**src/sccr_pkg.sv**
```systemverilog
// Purpose: Constants for the scrub channel configuration register bank
// Assumes: 32-bit register port, byte addresses, aligned words
// Notes:   Channels 5 to 7 plus the channel 4 end address
package sccr_pkg;
  localparam int unsigned ADDR_W          = 12;
  localparam logic [11:0] OFF_CH4_END     = 12'h1b8;
  localparam logic [11:0] OFF_CH5_CTRL    = 12'h1c0;
  localparam logic [11:0] OFF_CH5_START   = 12'h1c4;
  localparam logic [11:0] OFF_CH5_END     = 12'h1c8;
  localparam logic [11:0] OFF_CH6_CTRL    = 12'h1d0;
  localparam logic [11:0] OFF_CH6_START   = 12'h1d4;
  localparam logic [11:0] OFF_CH6_END     = 12'h1d8;
  localparam logic [11:0] OFF_CH7_CTRL    = 12'h1e0;
  localparam logic [11:0] OFF_CH7_START   = 12'h1e4;
  localparam logic [11:0] OFF_IRQ_STATUS  = 12'h200;
  localparam logic [11:0] OFF_IRQ_MASK    = 12'h204;
  localparam logic [31:0] CTRL_RESET      = 32'h1f000000;
  localparam logic [31:0] ADDR_RESET      = 32'h00000000;
  localparam logic [31:0] CTRL_WMASK      = 32'h1f0f3e4b;
  localparam int unsigned LIMIT_LSB       = 24;
  localparam int unsigned LIMIT_W         = 5;
  localparam int unsigned ESC_LSB         = 16;
  localparam int unsigned ESC_W           = 4;
  localparam int unsigned PAUSE_BIT       = 13;
  localparam int unsigned QOS_LSB         = 9;
  localparam int unsigned QOS_W           = 4;
  localparam int unsigned DONE_EN_BIT     = 6;
  localparam int unsigned FMT_BIT         = 3;
  localparam int unsigned TRIG_LSB        = 0;
  localparam int unsigned TRIG_W          = 2;
  localparam int unsigned RANK_LSB        = 22;
  localparam int unsigned RANK_W          = 3;
  localparam int unsigned BANK_LSB        = 18;
  localparam int unsigned BANK_W          = 4;
  localparam int unsigned ROW_LSB         = 0;
  localparam int unsigned ROW_W           = 18;
  localparam int unsigned NCH             = 3;
endpackage

```
**src/sccr_chan.sv**
```systemverilog
// Purpose: One scrub channel: control, start and end registers and decode
// Assumes: Write strobe already qualified by address in the parent
// Notes:   Reserved control bits never store
module sccr_chan
  import sccr_pkg::*;
(
  input  wire logic                         clk,
  input  wire logic                         rst,
  input  wire logic                         ctrl_we,
  input  wire logic                         start_we,
  input  wire logic                         end_we,
  input  wire logic [31:0]                  wdata,
  output logic      [31:0]                  ctrl_reg,
  output logic      [31:0]                  start_reg,
  output logic      [31:0]                  end_reg,
  output logic      [sccr_pkg::LIMIT_W-1:0] max_inflight_requests,
  output logic      [sccr_pkg::ESC_W-1:0]   priority_raise_periods,
  output logic                              escalation_enable,
  output logic                              pause_at_row_boundary,
  output logic      [sccr_pkg::QOS_W-1:0]   service_class,
  output logic                              done_event_enable,
  output logic                              address_format_select,
  output logic      [sccr_pkg::TRIG_W-1:0]  start_source,
  output logic      [sccr_pkg::RANK_W-1:0]  start_rank,
  output logic      [sccr_pkg::BANK_W-1:0]  start_bank,
  output logic      [sccr_pkg::ROW_W-1:0]   start_row,
  output logic      [sccr_pkg::RANK_W-1:0]  end_rank,
  output logic      [sccr_pkg::BANK_W-1:0]  end_bank,
  output logic      [sccr_pkg::ROW_W-1:0]   end_row
);
  import sccr_pkg::*;

  always_ff @(posedge clk) begin
    if (rst) begin
      ctrl_reg <= CTRL_RESET;
    end else if (ctrl_we) begin
      ctrl_reg <= wdata & CTRL_WMASK;
    end
  end

  always_ff @(posedge clk) begin
    if (rst) begin
      start_reg <= ADDR_RESET;
    end else if (start_we) begin
      start_reg <= wdata;
    end
  end

  always_ff @(posedge clk) begin
    if (rst) begin
      end_reg <= ADDR_RESET;
    end else if (end_we) begin
      end_reg <= wdata;
    end
  end

  assign max_inflight_requests  = ctrl_reg[LIMIT_LSB +: LIMIT_W];
  assign priority_raise_periods = ctrl_reg[ESC_LSB +: ESC_W];
  assign escalation_enable      = |ctrl_reg[ESC_LSB +: ESC_W];
  assign pause_at_row_boundary  = ctrl_reg[PAUSE_BIT];
  assign service_class          = ctrl_reg[QOS_LSB +: QOS_W];
  assign done_event_enable      = ctrl_reg[DONE_EN_BIT];
  assign address_format_select  = ctrl_reg[FMT_BIT];
  assign start_source           = ctrl_reg[TRIG_LSB +: TRIG_W];

  assign start_rank = start_reg[RANK_LSB +: RANK_W];
  assign start_bank = start_reg[BANK_LSB +: BANK_W];
  assign start_row  = start_reg[ROW_LSB +: ROW_W];
  assign end_rank   = end_reg[RANK_LSB +: RANK_W];
  assign end_bank   = end_reg[BANK_LSB +: BANK_W];
  assign end_row    = end_reg[ROW_LSB +: ROW_W];
endmodule

```
**src/sccr_regs.sv**
```systemverilog
// Purpose: Scrub channel configuration register bank, channels 5 to 7
// Assumes: Plain register port, read data one cycle after the read strobe
// Notes:   Completion events gated by the enable bit into sticky status
//
// How it works
// - In physical format the address words hold rank 24:22, bank 21:18 and row 17:0.
// - In system format the address words are used whole, as system transactions carry them.
// - Each channel has a 32-bit start address register.
// - Channels 5 and 6 have a 32-bit end address register; channel 7 has none in this bank.
// - Control bits 28:24 cap inflight requests; software keeps it within 8 to 31.
// - Control bits 19:16 count prescaler periods before priority rises, zero disables.
// - Control bit 13 makes the channel pause at a row boundary.
// - Control bits 12:9 are the QoS attached to every scrub operation.
// - Control bit 6 lets a finished sequence raise an event; clear means no event.
// - Control bit 3 selects physical or system address format.
// - Control bits 1:0 select the start trigger.
// - Control resets to 0x1f000000 and address registers to zero.
// - Every register is readable at any time; all but IRQ status are writable, and writing ones to IRQ status clears those bits.
//
// Local design decision: the strobed register port.
module sccr_regs
  import sccr_pkg::*;
(
  input  wire logic                       clk,
  input  wire logic                       rst,
  input  wire logic [sccr_pkg::ADDR_W-1:0] reg_addr,
  input  wire logic [31:0]                reg_wdata,
  input  wire logic                       reg_wr,
  input  wire logic                       reg_rd,
  output logic      [31:0]                reg_rdata,
  input  wire logic [sccr_pkg::NCH-1:0]   seq_done,
  output logic                            irq,
  output logic      [31:0]                ch4_end_address,
  output logic                            ch4_address_format_select,
  output logic      [sccr_pkg::NCH*32-1:0] ch_start_address,
  output logic      [sccr_pkg::NCH*32-1:0] ch_end_address,
  output logic      [sccr_pkg::NCH*5-1:0] ch_max_inflight_requests,
  output logic      [sccr_pkg::NCH*4-1:0] ch_priority_raise_periods,
  output logic      [sccr_pkg::NCH-1:0]   ch_escalation_enable,
  output logic      [sccr_pkg::NCH-1:0]   ch_pause_at_row_boundary,
  output logic      [sccr_pkg::NCH*4-1:0] ch_service_class,
  output logic      [sccr_pkg::NCH-1:0]   ch_address_format_select,
  output logic      [sccr_pkg::NCH*2-1:0] ch_start_source,
  output logic      [sccr_pkg::NCH*3-1:0] ch_start_rank,
  output logic      [sccr_pkg::NCH*4-1:0] ch_start_bank,
  output logic      [sccr_pkg::NCH*18-1:0] ch_start_row,
  output logic      [sccr_pkg::NCH*3-1:0] ch_end_rank,
  output logic      [sccr_pkg::NCH*4-1:0] ch_end_bank,
  output logic      [sccr_pkg::NCH*18-1:0] ch_end_row,
  output logic      [sccr_pkg::NCH-1:0]   ch_done_event
);
  import sccr_pkg::*;

  logic [31:0]     ch4_end_reg;
  logic [31:0]     ctrl_q   [NCH];
  logic [31:0]     start_q  [NCH];
  logic [31:0]     end_q    [NCH];
  logic [NCH-1:0]  done_en;
  logic [NCH-1:0]  ctrl_we;
  logic [NCH-1:0]  start_we;
  logic [NCH-1:0]  end_we;
  logic [NCH-1:0]  irq_status_reg;
  logic [NCH-1:0]  irq_mask_reg;
  logic [NCH-1:0]  irq_status_next;
  logic [31:0]     rdata_next;

  // Ch7 end is not in this bank; its write strobe is tied off
  assign ctrl_we[0]  = reg_wr && (reg_addr == OFF_CH5_CTRL);
  assign ctrl_we[1]  = reg_wr && (reg_addr == OFF_CH6_CTRL);
  assign ctrl_we[2]  = reg_wr && (reg_addr == OFF_CH7_CTRL);
  assign start_we[0] = reg_wr && (reg_addr == OFF_CH5_START);
  assign start_we[1] = reg_wr && (reg_addr == OFF_CH6_START);
  assign start_we[2] = reg_wr && (reg_addr == OFF_CH7_START);
  assign end_we[0]   = reg_wr && (reg_addr == OFF_CH5_END);
  assign end_we[1]   = reg_wr && (reg_addr == OFF_CH6_END);
  assign end_we[2]   = 1'b0;

  genvar g;
  generate
    for (g = 0; g < NCH; g++) begin : gen_ch
      sccr_chan u_chan (
        .clk                    (clk),
        .rst                    (rst),
        .ctrl_we                (ctrl_we[g]),
        .start_we               (start_we[g]),
        .end_we                 (end_we[g]),
        .wdata                  (reg_wdata),
        .ctrl_reg               (ctrl_q[g]),
        .start_reg              (start_q[g]),
        .end_reg                (end_q[g]),
        .max_inflight_requests  (ch_max_inflight_requests[g*5 +: 5]),
        .priority_raise_periods (ch_priority_raise_periods[g*4 +: 4]),
        .escalation_enable      (ch_escalation_enable[g]),
        .pause_at_row_boundary  (ch_pause_at_row_boundary[g]),
        .service_class          (ch_service_class[g*4 +: 4]),
        .done_event_enable      (done_en[g]),
        .address_format_select  (ch_address_format_select[g]),
        .start_source           (ch_start_source[g*2 +: 2]),
        .start_rank             (ch_start_rank[g*3 +: 3]),
        .start_bank             (ch_start_bank[g*4 +: 4]),
        .start_row              (ch_start_row[g*18 +: 18]),
        .end_rank               (ch_end_rank[g*3 +: 3]),
        .end_bank               (ch_end_bank[g*4 +: 4]),
        .end_row                (ch_end_row[g*18 +: 18])
      );
      assign ch_start_address[g*32 +: 32] = start_q[g];
      assign ch_end_address[g*32 +: 32]   = end_q[g];
    end
  endgenerate

  always_ff @(posedge clk) begin
    if (rst) begin
      ch4_end_reg <= ADDR_RESET;
    end else if (reg_wr && (reg_addr == OFF_CH4_END)) begin
      ch4_end_reg <= reg_wdata;
    end
  end
  assign ch4_end_address = ch4_end_reg;
  // Ch4 control lives elsewhere; its format bit is not held here
  assign ch4_address_format_select = 1'b0;

  always_ff @(posedge clk) begin
    if (rst) begin
      ch_done_event <= '0;
    end else begin
      ch_done_event <= seq_done & done_en;
    end
  end

  // Set wins over a same-cycle write-one clear
  always_comb begin
    irq_status_next = irq_status_reg;
    if (reg_wr && (reg_addr == OFF_IRQ_STATUS)) begin
      irq_status_next = irq_status_next & ~reg_wdata[NCH-1:0];
    end
    irq_status_next = irq_status_next | (seq_done & done_en);
  end

  always_ff @(posedge clk) begin
    if (rst) begin
      irq_status_reg <= '0;
    end else begin
      irq_status_reg <= irq_status_next;
    end
  end

  always_ff @(posedge clk) begin
    if (rst) begin
      irq_mask_reg <= '0;
    end else if (reg_wr && (reg_addr == OFF_IRQ_MASK)) begin
      irq_mask_reg <= reg_wdata[NCH-1:0];
    end
  end

  assign irq = |(irq_status_reg & irq_mask_reg);

  always_comb begin
    case (reg_addr)
      OFF_CH4_END:    rdata_next = ch4_end_reg;
      OFF_CH5_CTRL:   rdata_next = ctrl_q[0];
      OFF_CH5_START:  rdata_next = start_q[0];
      OFF_CH5_END:    rdata_next = end_q[0];
      OFF_CH6_CTRL:   rdata_next = ctrl_q[1];
      OFF_CH6_START:  rdata_next = start_q[1];
      OFF_CH6_END:    rdata_next = end_q[1];
      OFF_CH7_CTRL:   rdata_next = ctrl_q[2];
      OFF_CH7_START:  rdata_next = start_q[2];
      OFF_IRQ_STATUS: rdata_next = {29'h0, irq_status_reg};
      OFF_IRQ_MASK:   rdata_next = {29'h0, irq_mask_reg};
      default:        rdata_next = 32'h0;
    endcase
  end

  // Unmapped reads return zero, no error path
  always_ff @(posedge clk) begin
    if (rst) begin
      reg_rdata <= 32'h0;
    end else if (reg_rd) begin
      reg_rdata <= rdata_next;
    end else begin
      reg_rdata <= 32'h0;
    end
  end
endmodule

```
**config.mk**
```make
export PLATFORM = sky130hd
export DESIGN_NAME = sccr_regs
export DESIGN_NICKNAME = d
export VERILOG_FILES = /design/src/sccr_pkg.sv /design/src/sccr_chan.sv /design/src/sccr_regs.sv
export SDC_FILE = /design/constraint.sdc
export NUM_CORES = 1
export LEC_CHECK = 0
export ABC_AREA = 1
export BUFFER_PORTS_ARGS = -buffer_cell sky130_fd_sc_hd__clkbuf_2
export CAP_MARGIN = 30
export CORE_MARGIN = 4
export CORE_UTILIZATION = 45
export CTS_CLUSTER_DIAMETER = 120
export DETAILED_ROUTE_END_ITERATION = 6
export GPL_TIMING_DRIVEN = 0
export PLACE_DENSITY = 0.76
export SETUP_SLACK_MARGIN = 0.1
export SYNTH_ARGS = -nofsm -noshare
export SYNTH_HDL_FRONTEND = slang
export SYNTH_HIERARCHICAL = 1
export SYNTH_SLANG_ARGS = --single-unit
```
**constraint.sdc**
```tcl
create_clock -name clk -period 5.2 [get_ports clk]
set_input_delay 0.78 -clock clk [delete_from_list [all_inputs] [get_ports clk]]
set_output_delay 0.78 -clock clk [all_outputs]
set_load 0.05 [all_outputs]
```
==> out/qor.csv, run 1 <==
metric,value,unit
row_count,71,
portBuffers,514,
min_to,gen_ch[2].u_chan/end_reg[26],
tightestPinTransition,875,ps
drtAntennaViolNets,0,
overflow,0,
fin_hold_ws,476,ps
synth.distinct_cells,28,
drt_iter0_drc,1605,
place_inst,3651,
synth_largest_area_cell,dfxtp_1,
grt_max_degree,14,
synthArstFlopShare,0,%
nFillCells,3671,
avgSynthCellArea,6.62,sq um
pwr-share-comb,8.4,%
layout_commonest_cell,nand2_1,
area_growth,27.1,%
required,5630,ps
p_clk_share,47.8,%
finClkSkew,16.1,ps
synth_area,17100,sq um
yosys.area_share.simple,40.9,%
post-route-period-util,47.9,%
numCtsBuffers,37,
setup_viol_count_final,0,
ff2ff_setup_slack,3860,ps
p_int,4.21,mW
synth_edf_count,0,
multi_input_area,7250,sq um
min_from,gen_ch[2].u_chan/end_reg[26],
slowest_stage,nor2_1,
crit_arrival,2920,ps
globalRouteTotalUtil,33.3,%
start_util,45.5,%
rsz0062_at_grt,false,
pwr-share-seq,43.7,%
antenna_found_initial,1,
slew_violations,0,
synth_area_leaders,"dfxtp_1, nand2_1, nor2_1, buf_4, nand3_1",
synth_top_family_by_area,simple AND/OR/NAND/NOR gates,
clockRootBuffer,clkbuf_16,
vias,18385,
end_kind,register,
seq_area,6390,sq um
layout_common_cells,"nand2_1, nor2_1, clkbuf_2",
min_path_type,register to register,
dieArea,41200,sq um
synthXorXnorAreaFrac,0,%
r2r_end,reg_rdata[19],
via_per_inst,4.94,
ys_ff_latch,319,
place_congestion,0.914,
start_kind,primary input,
sw_frac_of_total,25.6,%
crit_fanout,10,
irDropWorstVdd,0.000194,V
status,completed,
clk_pin_slew,60,ps
fmax,402,MHz
die_h,203,um
post_cts_buffers,0,
r2r_cells,7,
path_cells,clkbuf_2 > nor2_2 > nand2_1 > nor2_2 > buf_4 > buf_4 > nand2_1 > nor2_1 > buf_2 > nand2_1 > nand2_1 > nor2_1,
routed_wl,71500,um
netlist_instances,2585,
fin_tns_setup,0,ps
synth_top_area_share,37.3,%
drt_first_pass_iters,6,
htreeDepth,2,
synth_compound_area_share,0.534,%
grt_pass1_vias,17382,
wire_per_inst,19.2,um
critPathBufInv,4,
clock-sinks,319,
synthMuxAreaShare,0,%
drive_above_1_share,32.4,%
layout_min_cycle_time,2490,ps
cts-hold-fix-buffers,0,
grt_pass1_wl,105000,um
clk_path_buf_depth,3,
worst_path_largest_cell_delay,410,ps
hpwl,57300,um
maxCapViolCount,0,
nNetsFinal,3230,
cts_resized,0,
powerDensity,260,nW/um^2
final_cells,3720,
r2r-start,gen_ch[2].u_chan/start_reg[19],
switchingPower,1.45,mW
insertion_delay,540,ps
hold_viol_final,0,
die_w,203,um
ys_seq_area_share,37.3,%
ios,516,
core,37600,sq um
drcViolationCount,0,
min_path_cells,2,
yosys_most_used_dff,dfxtp_1,
relSlewSlack,41.7,%
synth_fa_ha_area_share,0,%
fin_area,21700,sq um
critical_path_class,primary input to register,
cts_tree,yes,
synth-warning-count,6,
cp_common_cell,nand2_1,
place_area,20500,sq um
crit_family,simple AND/OR/NAND/NOR gates,
p_leak,11.7,nW
-- per-layer routing --
| layer | track usage [%] | vias up | wire length [um] | part of all wire (%) |
|---|---|---|---|---|
| met5 | 0 | - | 0 | 0 |
| met4 | 15.3 | 0 | 3770 | 5.3 |
| met3 | 5.67 | 180 | 6560 | 9.2 |
| met2 | 54.6 | 933 | 33000 | 46 |
| met1 | 43.0 | 8514 | 28200 | 39 |
| li1 | - | 8758 | - | - |
-- logic make-up (layout without fill, tap and decap cells) --
logic type,count (synthesis),in the layout
other,4,46
AND/OR/NAND/NOR,1705,1705
flip-flops,319,319
buffers and inverters,542,1124
AO/OA/AOI/OAI,15,15
-- worst max-delay path by stage --
stage,start,endpoint,slack (ps),cells past startpoint
floorplan,reg_addr[1],gen_ch[2].u_chan/ctrl_reg[13],3000,11
finish,reg_addr[1],gen_ch[2].u_chan/ctrl_reg[16],2710,12
global placement,reg_wr,gen_ch[1].u_chan/ctrl_reg[1],2140,7
global route,reg_addr[1],gen_ch[2].u_chan/ctrl_reg[16],2520,12
detailed placement,reg_addr[1],gen_ch[2].u_chan/ctrl_reg[16],2220,12
CTS,reg_addr[1],gen_ch[2].u_chan/ctrl_reg[16],2770,12
-- synthesized netlist by cell type (3+ instances only) --
cell type  number
inv_1         148
buf_4         268
a211oi_1        5
nor2_2         39
nor2_4          6
nand4_1         7
buf_6          71
conb_1          4
nor3_1         32
dfxtp_1       319
nor2_1        617
inv_2           7
o21ai_0         4
nand2_1       736
nand3_1       231
clkbuf_1        9
buf_2          33
a21oi_1         4
nand2_2        33
inv_4           3
-- power groups by stage --
stage / Sequential, mW / Clock (mW) / Combinational [mW]
CTS: 2.47 / 2.73 / 0.467
finish: 2.47 / 2.71 / 0.478
global route: 2.48 / 2.83 / 0.509
detailed placement: 2.53 / 0 / 0.465
floorplan: 2.59 / 0 / 0.268
global placement: 2.53 / 0 / 0.461
-- layout make-up --
class | instances | share of cell area [%]
diodes | 2 | 0.0230
clock inverters | 17 | 0.829
repair buffers | 515 | 11.9
inverters | 159 | 2.78
well taps | 511 | 2.94
flip-flops and latches | 319 | 29.4
plain buffers | 383 | 13.9
clock buffers | 50 | 4.96
multi-input cells | 1764 | 33.3
-- metrics by stage --
| step | power (mW) | worst slack [ps] | util, % |
|---|---|---|---|
| 6_report | 5.66 | 2710 | 57.8 |
| 5_1_grt | 5.81 | 2520 | 57.8 |
| 4_1_cts | 5.67 | 2770 | 57.8 |
| 3_5_place_dp | 2.99 | 2220 | 54.5 |
| 3_3_place_gp | 2.99 | 2140 | 54.5 |
| 2_1_floorplan | 2.86 | 3000 | - |
-- worst register-to-register path, stage by stage (launching register included) --
cell and delay (ps):
dfxtp_1 330, buf_4 150, nand3_1 70, nand2_1 70, nor2_1 320, nand2_1 140, nor2_1 110, nor2_1 40
Power figures use the tool's default switching activity.
==> run 2: changes to the inputs <==
--- a/config.mk
+++ b/config.mk
@@ -5,15 +5,15 @@
 export SDC_FILE = /design/constraint.sdc
 export NUM_CORES = 1
 export LEC_CHECK = 0
-export ABC_AREA = 1
+export ABC_AREA = 0
 export BUFFER_PORTS_ARGS = -buffer_cell sky130_fd_sc_hd__clkbuf_2
 export CAP_MARGIN = 30
-export CORE_MARGIN = 4
-export CORE_UTILIZATION = 45
+export CORE_AREA = 4 4 197 199
 export CTS_CLUSTER_DIAMETER = 120
 export DETAILED_ROUTE_END_ITERATION = 6
+export DIE_AREA = 0 0 201 203
 export GPL_TIMING_DRIVEN = 0
-export PLACE_DENSITY = 0.76
+export PLACE_DENSITY = 0.73
 export SETUP_SLACK_MARGIN = 0.1
 export SYNTH_ARGS = -nofsm -noshare
 export SYNTH_HDL_FRONTEND = slang
==> constraint.sdc (replaced) <==
create_clock -name clk -period 2.3 [get_ports clk]
set_input_delay 0.345 -clock clk [delete_from_list [all_inputs] [get_ports clk]]
set_output_delay 0.345 -clock clk [all_outputs]
set_load 0.05 [all_outputs]
==> out/qor.csv, run 2 <==
metric,value,unit,change
status,completed,,
clockRootBuffer,clkbuf_16,,
via_per_inst,5.39,,+9.1%
power,12.4,mW,+120%
critical_path_class,primary input to register,,
hold_viol_final,0,,unchanged
min_from,seq_done[0],,
antennaDiodeCount,0,,-2
grt_pass1_vias,14170,,-18%
layout_commonest_cell,clkbuf_2,,
place_congestion,0.923,,+1.0%
yosys_most_used_dff,dfxtp_1,,
drive_above_1_share,42.7,%,+10 points
cts-hold-fix-buffers,0,,unchanged
fmax,455,MHz,
die_w,201,um,-0.97%
tightestPinTransition,937,ps,+61.9 ps
place_area,18800,sq um,-8.2%
die_h,203,um,about the same
fin_hold_ws,105,ps,-371 ps
cts_tree,yes,,
synth.distinct_cells,55,,+96%
slew_violations,0,,unchanged
vias,14678,,-20%
m1WireLength,28300,um,+0.11%
ys_ff_latch,319,,unchanged
nNetsFinal,2275,,-30%
ios,516,,unchanged
final_cells,2723,,-27%
p_leak,9.06,nW,-22%
r2r_cells,4,,-3
globalRouteTotalUtil,32.5,%,-0.80 points
end_kind,register,,
drt_first_pass_iters,6,,unchanged
insertion_delay,530,ps,about the same
top_layer_used,met4,,
overflow,0,,unchanged
min_to,ch_done_event[0],,
crit_arrival,2620,ps,-300 ps
htreeDepth,2,,unchanged
irDropWorstVdd,0.000404,V,+110%
antenna_found_initial,1,,unchanged
synth_edf_count,0,,unchanged
powerDensity,615,nW/um^2,+140%
synth_most_common_cell,dfxtp_1,,
numCtsBuffers,36,,-2.7%
fin_ws,102,ps,-2610 ps
drt_iter0_drc,1285,,-20%
fin_util,54.1,%,-3.8 points
core,37200,sq um,-0.95%
r2r_end,reg_rdata[7],,
ys_seq_area_share,41.2,%,+3.9 points
layout_common_cells,"clkbuf_2, dfxtp_1, buf_4",,
ff2ff_setup_slack,750,ps,-3110 ps
synth_largest_area_cell,dfxtp_1,,
fin_tns_setup,0,ps,unchanged
wire_per_inst,25.8,um,+34%
grt_max_degree,14,,unchanged
ys_top_cells_by_count,"dfxtp_1, mux2i_1, buf_4",,
rsz0062_at_grt,false,,
min_path_cells,2,,unchanged
wl_met2,33600,um,+1.8%
synth-warning-count,6,,unchanged
row_count,71,,unchanged
dieArea,40800,sq um,-0.95%
synthArstFlopShare,0,%,unchanged
place_inst,2653,,-27%
start_kind,primary input,,
portBuffers,510,,-0.78%
setup_viol_count_final,0,,unchanged
maxCapViolCount,0,,unchanged
start_util,41.6,%,-3.9 points
avgSynthCellArea,9.51,sq um,+44%
hpwl,52300,um,-8.8%
r2r-start,gen_ch[1].u_chan/end_reg[7],,
synth_top_area_share,41.2,%,+3.9 points
synth_area,15500,sq um,-9.4%
drcViolationCount,0,,unchanged
pre_cts_slack,-956,ps,-3180 ps
required,2720,ps,-2910 ps
routed_wl,70300,um,-1.7%
area_growth,29.9,%,
post-route-period-util,95.5,%,
netlist_instances,1629,,-37%
clock-sinks,319,,unchanged
crit_fanout,10,,unchanged
grt_pass1_wl,99100,um,-5.9%
fin_area,20100,sq um,-7.4%
relSlewSlack,37.5,%,-4.1 points
layout_min_cycle_time,2200,ps,
clk_path_buf_depth,3,,unchanged
clk_pin_slew,60,ps,about the same
finClkSkew,15.3,ps,-0.789 ps
wl_met3,5780,um,-12%
drtAntennaViolNets,0,,unchanged
min_path_type,primary input to register,,
synth_area_leaders,"dfxtp_1, mux2i_1, buf_4, nor2_1, nand2_1",,
run 2: changes by cell type after synthesis, sizes merged, moves of 15 or more:
| cell | previous run | this run |
|---|---|---|
| buf | 374 | 341 |
| a21oi | 4 | 57 |
| mux2i | 0 | 262 |
| a222oi | 0 | 18 |
| nor2 | 662 | 244 |
| a211oi | 5 | 21 |
| inv | 158 | 2 |
| a22oi | 0 | 49 |
| nand3 | 231 | 10 |
| o22ai | 0 | 18 |
| a211o | 0 | 15 |
| nand2 | 770 | 110 |
| nor3 | 33 | 7 |
run 2: metal layers:
| layer | track usage [%] | vias to the layer above |
|---|---|---|
| li1 | - | 6556 |
| met1 | 41.3 | 7163 |
| met2 | 55.3 | 816 |
| met3 | 6.28 | 143 |
| met4 | 11.4 | 0 |
| met5 | 0 | - |
run 2: final cells by class:
type                            instances  area (sq um)
Multi-Input combinational cell        984          6680
Tap cell                              474           593
Clock inverter                         10           118
Buffer                                364          2660
Timing Repair Buffer                  517          2610
Fill cell                            3458         17100
Clock buffer                           53          1070
Sequential cell                       319          6390
Inverter                                2          7.51
run 2: critical path, stage by stage:
cell and delay (ps):
clkbuf_2 180, nor4b_4 540, nand2_1 410, nor2_4 320
buf_2 360, a22oi_1 160, a311oi_2 290
run 2: power by group:
group / switching [mW] / internal [mW]
clock network: 2.37 / 3.45
registers: 0.0261 / 5.56
logic: 0.708 / 0.261
total: 3.10 / 9.27
run 2: logic make-up after synthesis:
| kind of cell | count (synthesis) | share of synthesized area [%] |
|---|---|---|
| simple gates | 429 | 12.3 |
| buf+inv | 366 | 16.9 |
| flops | 319 | 41.2 |
| mux | 276 | 17.9 |
| compound gates | 235 | 11.6 |
| other cells | 4 | 0.0969 |
run 2: repair_timing:
action | 4_1_cts | 5_1_grt
buffers inserted | 3 | 3
pin swaps | 2 | 1
gates resized for setup | 16 | 15
endpoints found under the setup margin | 207 | 90
run 2: worst max path at each step:
stage / startpoint / endpoint / cells past startpoint
3_5_place_dp: reg_addr[9] / gen_ch[2].u_chan/ctrl_reg[17] / 9
3_3_place_gp: reg_addr[5] / gen_ch[0].u_chan/ctrl_reg[18] / 11
2_1_floorplan: reg_addr[4] / gen_ch[0].u_chan/ctrl_reg[13] / 11
5_1_grt: reg_addr[4] / gen_ch[0].u_chan/start_reg[13] / 11
6_report: reg_addr[0] / reg_rdata[6] / 7
4_1_cts: reg_addr[0] / gen_ch[1].u_chan/ctrl_reg[19] / 10
==> run 3: changes to the inputs <==
==> constraint.sdc (replaced) <==
create_clock -name clk -period 2.1 [get_ports clk]
set_input_delay 0.315 -clock clk [delete_from_list [all_inputs] [get_ports clk]]
set_output_delay 0.315 -clock clk [all_outputs]
set_load 0.05 [all_outputs]
==> out/qor.csv, run 3 (synthesis results as in run 2) <==
metric,value,unit,change
status,completed,,
final_cells,2732,,+0.33%
layout_commonest_cell,clkbuf_2,,
ios,516,,unchanged
hpwl,51800,um,-0.99%
nFillCells,3417,,-1.2%
r2r-start,gen_ch[0].u_chan/end_reg[20],,
cts-hold-fix-buffers,0,,unchanged
nNetsFinal,2279,,+0.18%
min_path_type,primary input to register,,
slew_violations,0,,unchanged
htreeDepth,2,,unchanged
fin_ws,32.5,ps,-69.9 ps
routed_wl,69600,um,-1.1%
ff2ff_setup_slack,610,ps,-140 ps
switchingPower,3.49,mW,+12%
area_growth,30.8,%,
start_util,41.6,%,unchanged
fmax,484,MHz,
dieArea,40800,sq um,unchanged
post-route-period-util,98.5,%,
met1_usage,41.2,%,-0.085 points
tightestPinTransition,1050,ps,+115 ps
drtAntennaViolNets,0,,unchanged
required,2460,ps,-260 ps
insertion_delay,540,ps,about the same
powerDensity,682,nW/um^2,+11%
critical_path_class,primary input to register,,
grt_pass1_vias,14313,,+1.0%
sw_frac_of_total,25.3,%,+0.18 points
r2r_end,reg_rdata[20],,
clk_path_buf_depth,3,,unchanged
crit_fanout,10,,unchanged
p_int,10.3,mW,+11%
clock-sinks,319,,unchanged
p_leak,9.13,nW,+0.80%
drt_first_pass_iters,6,,unchanged
place_congestion,0.930,,+0.78%
fin_util,54.5,%,+0.41 points
place_inst,2654,,+0.038%
min_from,seq_done[0],,
relSlewSlack,29.9,%,-7.6 points
fin_tns_setup,0,ps,unchanged
vias,14742,,+0.44%
antenna_found_initial,1,,unchanged
start_kind,primary input,,
hold_viol_final,0,,unchanged
numCtsBuffers,37,,+2.8%
grt.busiest_layer,met2,,
portBuffers,510,,unchanged
end_kind,register,,
clk_pin_slew,60,ps,about the same
die_w,201,um,unchanged
min_to,ch_done_event[0],,
min_path_cells,2,,unchanged
rsz0062_at_grt,true,,
pwr-share-comb,7.7,%,about the same
grt_pass1_wl,98300,um,-0.72%
cts_tree,yes,,
die_h,203,um,unchanged
setup_viol_count_final,0,,unchanged
maxCapViolCount,0,,unchanged
clockRootBuffer,clkbuf_16,,
drcViolationCount,0,,unchanged
finClkSkew,11.7,ps,-3.63 ps
drt_iter0_drc,1334,,+3.8%
row_count,71,,unchanged
layout_min_cycle_time,2070,ps,
p_clk_share,48.0,%,+1.0 points
wire_per_inst,25.5,um,-1.4%
globalRouteTotalUtil,32.2,%,-0.28 points
pre_cts_slack,-813,ps,+142 ps
grt_max_degree,14,,unchanged
irDropWorstVdd,0.000460,V,+14%
drive_above_1_share,43.2,%,+0.47 points
r2r_cells,4,,unchanged
grt_use_met3,6.88,%,+0.61 points
core,37200,sq um,unchanged
via_per_inst,5.40,,+0.11%
crit_arrival,2430,ps,-190 ps
grt.met2_usage,52.8,%,-2.4 points
overflow,0,,unchanged
layout_common_cells,"clkbuf_2, dfxtp_1, buf_4",,
pwr-share-seq,44.3,%,-0.9 points
[run 3: final cells by class]
type	instances	area [sq um]	area share (%)
multi-input cells	984	6700	33.0
flip-flops and latches	319	6390	31.5
plain buffers	364	2710	13.4
repair buffers	520	2630	13.0
clock buffers	57	1120	5.54
well taps	474	593	2.93
clock inverters	11	119	0.586
inverters	2	7.51	0.0370
diodes	1	2.50	0.0123
[run 3: power groups by stage]
stage	sequential (mW)	combinational, mW	clock (mW)
global route	6.12	1.10	6.97
finish	6.12	1.06	6.64
CTS	6.12	1.03	6.71
detailed placement	6.25	1.01	0
global placement	6.25	1.01	0
floorplan	6.37	0.494	0
[run 3: routing by layer]
layer | part of all wire, % | vias to the layer above
met4 | 4.6 | 2
met3 | 9.3 | 176
met5 | 0.019 | -
li1 | - | 6563
met2 | 46 | 910
met1 | 40 | 7091
[run 3: what timing repair did]
action	4_1_cts	5_1_grt
gates resized for setup	25	27
buffers inserted	5	4
endpoints found under the setup margin	226	186
pin swaps	1	1
[run 3: through the flow]
step / hold WS [ps] / area (sq um) / power (mW)
after floorplan: 433 / 15700 / 6.87
after global placement: 457 / 18800 / 7.26
after detailed placement: 465 / 18800 / 7.27
after CTS: 61.4 / 20200 / 13.8
after global routing: 77.8 / 20300 / 14.2
final: 67.5 / 20300 / 13.8
[run 3: worst max-delay path by stage]
stage,start,end,slack (ps),depth (start not counted)
6_report,rst,reg_rdata[1],30,5
2_1_floorplan,reg_addr[4],gen_ch[0].u_chan/ctrl_reg[13],40,11
3_3_place_gp,reg_addr[9],reg_rdata[20],-870,7
4_1_cts,reg_addr[10],gen_ch[0].u_chan/ctrl_reg[16],110,12
3_5_place_dp,reg_addr[9],reg_rdata[20],-810,7
5_1_grt,reg_addr[4],gen_ch[0].u_chan/ctrl_reg[19],40,11
[run 3: critical path, cell delays in order]
cell and delay [ps]:
clkbuf_1 490, inv_1 360, nand2_1 270, clkbuf_1 810, nor3_1 180
